$ cat src/include/spc_pkg.sv
`default_nettype none
package spc_pkg;
  // Register offsets from the socket base address.
  localparam logic [11:0] SPC_ID_OFFSET = 12'h0800;
  localparam logic [11:0] SPC_PWR_OFFSET = 12'h0802;
  // Fields of the power control register.
  localparam int SPC_OE_BIT = 7;
  localparam int SPC_AUTO_BIT = 5;
  localparam int SPC_CAPWR_BIT = 4;
  localparam int SPC_VCC_LSB = 3;
  localparam int SPC_VPP_LSB = 0;
  localparam logic [7:0] SPC_PWR_RESET = 8'h00;
  // Bits that exist in each layout; all others read zero and ignore writes.
  localparam logic [7:0] SPC_ORIG_MASK = 8'hB3;
  localparam logic [7:0] SPC_REV_MASK = 8'h9B;
  // Bits kept over a host bus reset while wake is enabled.
  localparam logic [7:0] SPC_ORIG_STICKY = 8'h20;
  localparam logic [7:0] SPC_REV_STICKY = 8'h9B;
  // Fields of the identification register.
  localparam int SPC_REV_LSB = 0;
  localparam int SPC_SPARE_LSB = 4;
  localparam logic [1:0] SPC_IFTYPE = 2'h2;
  localparam logic [3:0] SPC_REV_RESET = 4'h4;
  localparam logic [3:0] SPC_REV_ORIG = 4'h2;
  localparam logic [1:0] SPC_SPARE_RESET = 2'h0;
  // Vcc and Vpp request codes.
  localparam logic [1:0] SPC_VCC_5V = 2'h2;
  localparam logic [1:0] SPC_VCC_3V3 = 2'h3;
  localparam logic [1:0] SPC_VPP_12V = 2'h2;
  localparam logic [1:0] SPC_VPP_VCC = 2'h1;
  typedef enum logic {SPC_LAYOUT_ORIG, SPC_LAYOUT_REV} spc_layout_t;
endpackage
`default_nettype wire

$ cat src/hdl/spc_decode.sv
`timescale 1ns/1ps
`default_nettype none
module spc_decode (
  input wire logic [7:0] stored,
  input wire spc_pkg::spc_layout_t layout,
  input wire logic system_supply_select_bit,
  output logic oe,
  output logic auto_sw,
  output logic vcc_on,
  output logic vcc_3v3,
  output logic vpp_12v,
  output logic vpp_vcc
);
  logic [1:0] vcc_f;
  logic [1:0] vpp_f;
  always_comb begin
    vcc_f = stored[spc_pkg::SPC_VCC_LSB +: 2];
    vpp_f = stored[spc_pkg::SPC_VPP_LSB +: 2];
    oe = stored[spc_pkg::SPC_OE_BIT];
    if (layout == spc_pkg::SPC_LAYOUT_ORIG) begin
      auto_sw = stored[spc_pkg::SPC_AUTO_BIT];
      vcc_on = stored[spc_pkg::SPC_CAPWR_BIT];
      vcc_3v3 = vcc_on & system_supply_select_bit;
    end else begin
      auto_sw = 1'b0;
      vcc_on = (vcc_f == spc_pkg::SPC_VCC_5V) ||
        (vcc_f == spc_pkg::SPC_VCC_3V3);
      vcc_3v3 = (vcc_f == spc_pkg::SPC_VCC_3V3);
    end
    vpp_12v = vcc_on && (vpp_f == spc_pkg::SPC_VPP_12V);
    vpp_vcc = vcc_on && (vpp_f == spc_pkg::SPC_VPP_VCC);
  end
endmodule // spc_decode
`default_nettype wire

$ cat src/hdl/spc_power_ctrl.sv
`timescale 1ns/1ps
`default_nettype none
// Notes on behaviour
// - Bit 7 gates all 16-bit socket outputs; 0 disables them and is default.
// - Original layout: bit 6 is reserved and reads 0.
// - Original layout: bit 5 enables card-detect automatic power switching.
// - Original layout: bit 4 enables Vcc; voltage from system select bit.
// - Original layout: bits 3 and 2 are reserved and read 0.
// - Vpp field: 00 off, 10 12V, 01 equals Vcc, 11 off.
// - Vpp request is ignored unless socket Vcc is enabled.
// - Revised layout: bits 6 and 5 read 0 and writes change nothing.
// - Revised layout: Vcc field 00 off, 10 5V, 11 3.3V, 01 off.
// - Revised layout: bit 2 reads 0 and writes have no effect.
// - Wake on: marked bits clear only by global reset; else by either reset.
// - Revision field resets to 0100b; writing 0010b selects original layout.
// - Card power status reads 1 while socket power is on, else 0.
module spc_power_ctrl #(
  parameter int ADDR_W = 12
) (
  input wire logic clk_sys,
  input wire logic rst_n,
  input wire logic host_bus_reset_n,
  input wire logic pme_wake_enable,
  input wire logic system_supply_select_bit,
  input wire logic [ADDR_W-1:0] reg_addr,
  input wire logic reg_wr,
  input wire logic reg_rd,
  input wire logic [7:0] reg_wdata,
  output logic [7:0] reg_rdata_q,
  output logic reg_rd_ack_q,
  output logic socket_output_enable_q,
  output logic auto_power_switch_enable_q,
  output logic vcc_on_q,
  output logic vcc_3v3_q,
  output logic vpp_12v_q,
  output logic vpp_vcc_q,
  output logic card_power_status_q,
  output logic compat_original_q
);

  ////////////////////////////////////////////////////////////////////////////
  // Elaboration check.
  if (ADDR_W < 12) begin : g_bad_addr
    $error("ADDR_W must be at least 12.");
  end

  ////////////////////////////////////////////////////////////////////////////
  // Decoding.
  logic [7:0] pwr_q;
  logic [3:0] compat_revision_field_q;
  logic [1:0] spare_q;
  spc_pkg::spc_layout_t layout;
  logic hit_pwr;
  logic hit_id;
  logic [7:0] wmask;
  logic [7:0] sticky;
  logic dec_oe;
  logic dec_auto;
  logic dec_vcc_on;
  logic dec_vcc_3v3;
  logic dec_vpp_12v;
  logic dec_vpp_vcc;

  function automatic logic [7:0] layout_mask(spc_pkg::spc_layout_t l);
    return (l == spc_pkg::SPC_LAYOUT_ORIG) ? spc_pkg::SPC_ORIG_MASK :
      spc_pkg::SPC_REV_MASK;
  endfunction

  always_comb begin
    layout = (compat_revision_field_q == spc_pkg::SPC_REV_ORIG) ?
      spc_pkg::SPC_LAYOUT_ORIG : spc_pkg::SPC_LAYOUT_REV;
    hit_pwr = (reg_addr == ADDR_W'(spc_pkg::SPC_PWR_OFFSET));
    hit_id = (reg_addr == ADDR_W'(spc_pkg::SPC_ID_OFFSET));
    wmask = layout_mask(layout);
    sticky = (layout == spc_pkg::SPC_LAYOUT_ORIG) ?
      spc_pkg::SPC_ORIG_STICKY : spc_pkg::SPC_REV_STICKY;
  end

  spc_decode u_decode (
    .stored(pwr_q),
    .layout(layout),
    .system_supply_select_bit(system_supply_select_bit),
    .oe(dec_oe),
    .auto_sw(dec_auto),
    .vcc_on(dec_vcc_on),
    .vcc_3v3(dec_vcc_3v3),
    .vpp_12v(dec_vpp_12v),
    .vpp_vcc(dec_vpp_vcc)
  );

  ////////////////////////////////////////////////////////////////////////////
  // Power control register.
  always_ff @(posedge clk_sys) begin
    if (!rst_n) begin
      pwr_q <= spc_pkg::SPC_PWR_RESET;
    end else if (!host_bus_reset_n) begin
      if (pme_wake_enable) begin
        pwr_q <= pwr_q & sticky;
      end else begin
        pwr_q <= spc_pkg::SPC_PWR_RESET;
      end
    end else if (reg_wr && hit_pwr) begin
      pwr_q <= (pwr_q & ~wmask) | (reg_wdata & wmask);
    end
  end

  ////////////////////////////////////////////////////////////////////////////
  // Identification register, cleared only by the global reset.
  always_ff @(posedge clk_sys) begin
    if (!rst_n) begin
      compat_revision_field_q <= spc_pkg::SPC_REV_RESET;
      spare_q <= spc_pkg::SPC_SPARE_RESET;
    end else if (reg_wr && hit_id) begin
      compat_revision_field_q <= reg_wdata[spc_pkg::SPC_REV_LSB +: 4];
      spare_q <= reg_wdata[spc_pkg::SPC_SPARE_LSB +: 2];
    end
  end

  ////////////////////////////////////////////////////////////////////////////
  // Read port.
  always_ff @(posedge clk_sys) begin
    if (!rst_n) begin
      reg_rdata_q <= 8'h00;
      reg_rd_ack_q <= 1'b0;
    end else begin
      reg_rd_ack_q <= reg_rd;
      if (reg_rd && hit_pwr) begin
        reg_rdata_q <= pwr_q & wmask;
      end else if (reg_rd && hit_id) begin
        reg_rdata_q <= {spc_pkg::SPC_IFTYPE, spare_q,
          compat_revision_field_q};
      end else if (reg_rd) begin
        reg_rdata_q <= 8'h00;
      end
    end
  end

  ////////////////////////////////////////////////////////////////////////////
  // Socket drive outputs.
  always_ff @(posedge clk_sys) begin
    if (!rst_n) begin
      socket_output_enable_q <= 1'b0;
      auto_power_switch_enable_q <= 1'b0;
      vcc_on_q <= 1'b0;
      vcc_3v3_q <= 1'b0;
      vpp_12v_q <= 1'b0;
      vpp_vcc_q <= 1'b0;
      card_power_status_q <= 1'b0;
      compat_original_q <= 1'b0;
    end else begin
      socket_output_enable_q <= dec_oe;
      auto_power_switch_enable_q <= dec_auto;
      vcc_on_q <= dec_vcc_on;
      vcc_3v3_q <= dec_vcc_3v3;
      vpp_12v_q <= dec_vpp_12v;
      vpp_vcc_q <= dec_vpp_vcc;
      card_power_status_q <= dec_vcc_on;
      compat_original_q <= (layout == spc_pkg::SPC_LAYOUT_ORIG);
    end
  end

  logic wr_pwr;
  logic rd_pwr;
  assign wr_pwr = reg_wr && hit_pwr;
  assign rd_pwr = reg_rd && hit_pwr;
endmodule // spc_power_ctrl
`default_nettype wire

$ cat config.mk
export PLATFORM = sky130hd
export DESIGN_NAME = spc_power_ctrl
export DESIGN_NICKNAME = d
export VERILOG_FILES = /design/src/include/spc_pkg.sv /design/src/hdl/spc_decode.sv /design/src/hdl/spc_power_ctrl.sv
export SDC_FILE = /design/constraint.sdc
export NUM_CORES = 1
export LEC_CHECK = 0
export BUFFER_PORTS_ARGS = -buffer_cell sky130_fd_sc_hd__buf_2
export CAP_MARGIN = 20
export CORE_UTILIZATION = 40
export CTS_CLUSTER_SIZE = 20
export DETAILED_ROUTE_END_ITERATION = 6
export PLACE_DENSITY = 0.67
export SLEW_MARGIN = 25
export SYNTH_ARGS = -nofsm -noshare
export SYNTH_HDL_FRONTEND = slang
export SYNTH_SLANG_ARGS = --single-unit
$ cat constraint.sdc
create_clock -name clk_sys -period 3 [get_ports clk_sys]
set_input_delay 0.45 -clock clk_sys [delete_from_list [all_inputs] [get_ports clk_sys]]
set_output_delay 0.45 -clock clk_sys [all_outputs]
set_load 0.01 [all_outputs]
; After elaboration in Yosys (flattened, before gate mapping)
; Index checks and enable logic that the tools add are counted.
; Widths: inputs -> output; s select.
[totals]
ff_bits = 30
inputBits = 27
elab_cells = 46
[op_classes]
n_eq_ne = 8
muxes = 10
bitwise_logic = 7
reduce_logical = 9
[ops]
columns = operator, count
row1 = $mux 8, 7
row2 = $and 8x8->8, 4
row3 = $eq 12x12->1 const B, 2
row4 = $not 8->8, 1
row5 = $or 8x8->8, 1
row6 = $eq 2x2->1 const B, 3
row7 = $logic_and 1x1->1, 6
row8 = $mux 6, 1
row9 = $eq 4x2->1 const B, 1
row10 = $reduce_bool 3->1, 1
row11 = $eq 2x1->1 const B, 1
row12 = $mux 1, 2
row13 = $ne 2x1->1 const B, 1
row14 = $reduce_and 2->1, 1
row15 = $and 1x1->1, 1
row16 = $logic_or 1x1->1, 1

; Logic depth before layout (Yosys ltp)
[logic_depth]
depth_word = 7
depth_mapped = 5
mapped_depth_nobuf = 4

; By module
; Synthesis repeated with hierarchy kept, for this count alone.
[unflattened]
hier_cells = 128
area_unflattened_um2 = 1207.4
[by_module_without_submodules]
columns = module, instances, cells_each, area_per_inst_um2
row1 = spc_power_ctrl, 1, 120, 1154.9
row2 = spc_decode, 1, 8, 52.6

; Worst setup path after synthesis
; OpenSTA, ideal clock, no wires.
[synth_path]
path_type = input to register
start = input port reg_addr[9]
end = register compat_revision_field_q[2]
setup_ps = 126
t_arrival_ps = 1857
required_time_ps = 2874
slack_ps = 1017
stages = 5
cell_sequence = or4b_4 -> or4_4 -> buf_6 -> mux2i_1 -> nand2_1
[synth_between]
elab_chain_cells = 2
[synth_lines]
columns = item, line_no
row1 = start: declaration, spc_power_ctrl.sv:25  ; input wire logic [ADDR_W-1:0] reg_addr,
row2 = $eq 12x12->1, spc_power_ctrl.sv:73  ; hit_id = (reg_addr == ADDR_W'(spc_pkg::SPC_ID_OFFSET));
row3 = $logic_and 1x1->1, spc_power_ctrl.sv:113  ; end else if (reg_wr && hit_id) begin
row4 = end signal: assignment, spc_power_ctrl.sv:111  ; compat_revision_field_q <= spc_pkg::SPC_REV_RESET;
row5 = end signal: assignment, spc_power_ctrl.sv:114  ; compat_revision_field_q <= reg_wdata[spc_pkg::SPC_REV_LSB +: 4];
row6 = end: declaration, spc_power_ctrl.sv:50  ; logic [3:0] compat_revision_field_q;
; No other way between the ends.
; A chain may end at the register's enable or synchronous reset.

; Final worst setup path
[layout_path]
start = input port reg_addr[9]
end = register reg_rdata_q[4]
[layout_between]
elab_chain_cells = 4
word_cells_on_any_way = 7
classes_between = eq/ne (2) / mux (2) / reduce/logical (3)
[layout_lines]
columns = item, line_no
row1 = $eq 12x12->1, spc_power_ctrl.sv:73
row2 = $logic_and 1x1->1, spc_power_ctrl.sv:129  ; end else if (reg_rd && hit_id) begin
row3 = $mux 8, spc_power_ctrl.sv:129
row4 = $mux 8, spc_power_ctrl.sv:127  ; if (reg_rd && hit_pwr) begin
row5 = end signal: assignment, spc_power_ctrl.sv:128  ; reg_rdata_q <= pwr_q & wmask;
row6 = end signal: assignment, spc_power_ctrl.sv:130  ; reg_rdata_q <= {spc_pkg::SPC_IFTYPE, spare_q,
row7 = end: declaration, spc_power_ctrl.sv:29  ; output logic [7:0] reg_rdata_q,
; Parallel ways exist; a longest one is shown, timed or not.

==> flow_summary.yaml <==
critical_path:
  worst-path-max-fanout: 7
  start_kind: "input port"
  timing.setup.critical_path_class: "in -> reg"
  critPathCaptureType: "register"
  required_ps: 3250
  worstPathArrival_ps: 2100
placement:
  dpl.hpwl_um: 1785
  post-place-ws_ps: 818.7
  buffer_ports.inserted: 41
  gp_routability_congestion: 0.7722
  placedCellCount: 188
grt:
  grt_pass1_vias: 871
  maximum_number_of_pins_on_one_net_before_global_route_repair: 26
  overflow: 0
  grt_antenna_before_repair: 0
  global_route_usage_over_all_layers_pct: 15.87
  grt_pass1_wl_um: 3884
yosys:
  combined_area_of_all_synthesized_cells_um2: 1191
  ys_ff_latch: 27
  post_synth_main_area_contributors: "sky130_fd_sc_hd__dfxtp_1 (45%), sky130_fd_sc_hd__mux2i_1 (5.9%), sky130_fd_sc_hd__nand2_1 (3.8%)"
  postSynthNetCount: 150
  synthCells: 123
  number_of_unique_standard_cell_types_used_by_synthesis: 36
  synth-seq-area-share_pct: 45.38
  post_synthesis_area_per_instance_um2: 9.684
  synthDominantCellAreaShare_pct: 45.38
  synth_enable_flop_cells: 0
  synthFlopType: "sky130_fd_sc_hd__dfxtp_1"
  async_reset_ff_share_pct: 0
  synthesis.yosys.warnings: 0
  synth_largest_area_cell: "sky130_fd_sc_hd__dfxtp_1"
sta:
  max-slew-margin-rel_pct: 50.90
  post-route-worst-setup-slack_ps: 1149
  tightestPinTransition_ps: 730.9
  hold_viol: 0
  rsz0062_at_grt: "no"
  slew_violations: 0
  fmaxAchievable_ghz: 0.5403
  finClkSkew_ps: 8.789
  finalWorstPathRequiredPeriod_ps: 1851
  setup_violations: 0
  fin_tns_setup_ps: 0
  period_share_pct: 61.70
finish:
  postLayoutCoreUtil_pct: 51.24
  flow.area_growth_from_synthesis_pct: 19.64
  antenna_cells: 0
  instances_no_fill: 192
  fraction_of_final_layout_cells_with_drive_strength_greater_than_1_pct: 33.54
  post_layout_nets: 189
  num-fill-cells: 269
floorplanning:
  die_area_um2: 3200
  floorplan.initialDensity_pct: 42.82
  ioPinCount: 44
  floorplan.die.width_um: 56.57
  fp.dieH_um: 56.57
  row_cnt: 19
  core-area_um2: 2781
route:
  drt_drc_violations_left: 0
  firstDrtPassIters: 3
  drt-total-wl_um: 2343
  wl_per_cell_um: 12.20
  detail-route-antenna-nets: 0
  post_drt_via_cell_ratio: 5.104
  drt_iter0_markers: 15
  vias: 980
clock_network:
  cts_root_buffer: "sky130_fd_sc_hd__clkbuf_4"
  clk_pin_slew_ps: 140
  cts_sinks: 27
  post-cts-setup-buffer-count: 0
  ctsHoldBuffers: 0
  cts.htree.levels: 1
  worstSkewPairLatency_ps: 310
  clock_path_buffers: 2
  cts_made_buffers: 3
  cts_tree: "done"
  post_cts_resized: 0
pwr:
  total_switching_power_mw: 0.1249
  power_leakage_nw: 0.6750
  sw_frac_of_total_pct: 22.46
  combPwrFrac_pct: 8.1
  vdd_drop_max_v: 0.0002322
  p_clk_share_pct: 27.0
  pwr_density_cell_nw_per_um2: 390.1
  seq_power_share_pct: 64.9
  power_report.internal_total_mw: 0.4310
outcome:
  status: "completed"
min_path:
  hold_path.class: "in -> reg"
run:
  drv_cap: 0
layout make-up:
type                            count  area [um^2]  area share (%)
Multi-Input combinational cell     84        590.6           41.44
Sequential cell                    27        540.5           37.93
Timing Repair Buffer               42        212.7           14.93
Tap cell                           31        38.79           2.722
Clock buffer                        3        22.52           1.580
Inverter                            4        15.01           1.054
Clock inverter                      1        5.005          0.3512
stage by stage:
| step | total power, mW | hold WS, ps | area [um^2] |
|---|---|---|---|
| floorplan | 0.3922 | 428.1 | 1191 |
| global placement | 0.4128 | 446.7 | 1398 |
| detailed placement | 0.4137 | 462.2 | 1398 |
| CTS | 0.5652 | 337.4 | 1425 |
| global route | 0.5874 | 326.3 | 1425 |
| finish | 0.5559 | 343.8 | 1425 |
final timing paths:
| kind | start | end | slack (ps) | depth (start not counted) |
|---|---|---|---|---|
| setup / recovery | reg_addr[9] | reg_rdata_q[4] | 1150 | 5 |
| hold reg to reg | pwr_q[0] | vpp_12v_q | 480 | 1 |
| hold / removal | reg_wdata[7] | pwr_q[7] | 340 | 2 |
| setup reg to reg | compat_revision_field_q[3] | pwr_q[0] | 1570 | 5 |
registers in the layout (all words and copies together) (netlist names), named ones only:
register / count
vcc_3v3_q: 1
compat_revision_field_q: 4
vpp_vcc_q: 1
spare_q: 2
socket_output_enable_q: 1
reg_rd_ack_q: 1
pwr_q: 4
reg_rdata_q: 7
auto_power_switch_enable_q: 1
compat_original_q: 1
card_power_status_q: 1
vpp_12v_q: 1
critical path, cell delays in order:
cell,delay [ps]
sky130_fd_sc_hd__buf_2,100
sky130_fd_sc_hd__or4b_4,570
sky130_fd_sc_hd__nor3_1,630
sky130_fd_sc_hd__nand3_1,150
sky130_fd_sc_hd__a21boi_0,200
power groups by stage:
stage | Sequential (mW) | Clock (mW) | Combinational [mW]
2_1_floorplan | 0.369 | 0 | 0.0234
3_3_place_gp | 0.369 | 0 | 0.0443
3_5_place_dp | 0.369 | 0 | 0.0452
4_1_cts | 0.361 | 0.159 | 0.0454
5_1_grt | 0.361 | 0.176 | 0.0499
6_report | 0.361 | 0.150 | 0.0450
routing by layer:
layer | wire, um | track usage (%) | part of all wire, % | vias to the layer above
met2 | 1119 | 26.22 | 48 | 28
met5 | 0 | 0 | 0 | -
met4 | 21 | 5.226 | 0.90 | 0
li1 | - | - | - | 505
met1 | 1107 | 20.75 | 47 | 445
met3 | 95 | 2.995 | 4.1 | 2
cells in the final DEF, fill, tap and decap left out:
cell type / synthesis / layout
sky130_fd_sc_hd__a22o_1: 3 / 3
sky130_fd_sc_hd__nor2b_1: 6 / 6
sky130_fd_sc_hd__inv_1: 4 / 4
sky130_fd_sc_hd__and3_1: 2 / 2
sky130_fd_sc_hd__and2_1: 3 / 3
sky130_fd_sc_hd__dfxtp_1: 27 / 27
sky130_fd_sc_hd__o21ai_0: 4 / 4
sky130_fd_sc_hd__o22ai_1: 1 / 1
sky130_fd_sc_hd__nor3b_1: 3 / 3
sky130_fd_sc_hd__clkbuf_4: 0 / 3
sky130_fd_sc_hd__a32o_1: 1 / 1
sky130_fd_sc_hd__nor2_1: 2 / 2
sky130_fd_sc_hd__o2bb2ai_1: 1 / 1
sky130_fd_sc_hd__nor4_4: 1 / 1
sky130_fd_sc_hd__nand4_1: 1 / 1
sky130_fd_sc_hd__nand3_1: 6 / 6
sky130_fd_sc_hd__buf_2: 0 / 41
sky130_fd_sc_hd__buf_4: 2 / 1
sky130_fd_sc_hd__conb_1: 1 / 1
sky130_fd_sc_hd__nor3_1: 1 / 1
sky130_fd_sc_hd__nand2b_1: 6 / 6
sky130_fd_sc_hd__a21boi_0: 4 / 4
sky130_fd_sc_hd__or4_1: 1 / 1
sky130_fd_sc_hd__nand3b_1: 3 / 3
sky130_fd_sc_hd__mux2_2: 3 / 3
sky130_fd_sc_hd__o2111ai_1: 1 / 1
sky130_fd_sc_hd__a21oi_1: 3 / 3
sky130_fd_sc_hd__mux2i_1: 7 / 7
sky130_fd_sc_hd__or4b_4: 1 / 1
sky130_fd_sc_hd__nand2_1: 12 / 12
sky130_fd_sc_hd__or4_4: 2 / 2
sky130_fd_sc_hd__o211a_1: 1 / 1
sky130_fd_sc_hd__o21a_1: 1 / 1
sky130_fd_sc_hd__or3_1: 1 / 1
sky130_fd_sc_hd__clkinv_2: 0 / 1
sky130_fd_sc_hd__nand4b_1: 1 / 1
sky130_fd_sc_hd__nor4b_2: 1 / 1
cells in the mapped netlist (2+ instances only):
| cell type | instances |
|---|---|
| sky130_fd_sc_hd__a21boi_0 | 4 |
| sky130_fd_sc_hd__a21oi_1 | 3 |
| sky130_fd_sc_hd__a22o_1 | 3 |
| sky130_fd_sc_hd__and2_1 | 3 |
| sky130_fd_sc_hd__and3_1 | 2 |
| sky130_fd_sc_hd__buf_4 | 2 |
| sky130_fd_sc_hd__clkbuf_1 | 5 |
| sky130_fd_sc_hd__dfxtp_1 | 27 |
| sky130_fd_sc_hd__inv_1 | 4 |
| sky130_fd_sc_hd__mux2_2 | 3 |
| sky130_fd_sc_hd__mux2i_1 | 7 |
| sky130_fd_sc_hd__nand2_1 | 12 |
| sky130_fd_sc_hd__nand2b_1 | 6 |
| sky130_fd_sc_hd__nand3_1 | 6 |
| sky130_fd_sc_hd__nand3b_1 | 3 |
| sky130_fd_sc_hd__nor2_1 | 2 |
| sky130_fd_sc_hd__nor2b_1 | 6 |
| sky130_fd_sc_hd__nor3b_1 | 3 |
| sky130_fd_sc_hd__o21ai_0 | 4 |
| sky130_fd_sc_hd__or4_4 | 2 |
cell families after synthesis:
| logic type | after synthesis | synth area share, % |
|---|---|---|
| AOI/OAI and AO/OA | 20 | 11.98 |
| buffers and inverters | 12 | 5.041 |
| DFF | 27 | 45.38 |
| muxes | 10 | 8.719 |
| other | 1 | 0.3148 |
| and+or+nand+nor | 53 | 28.57 |
Note: power is estimated with default switching activity, not from simulation.
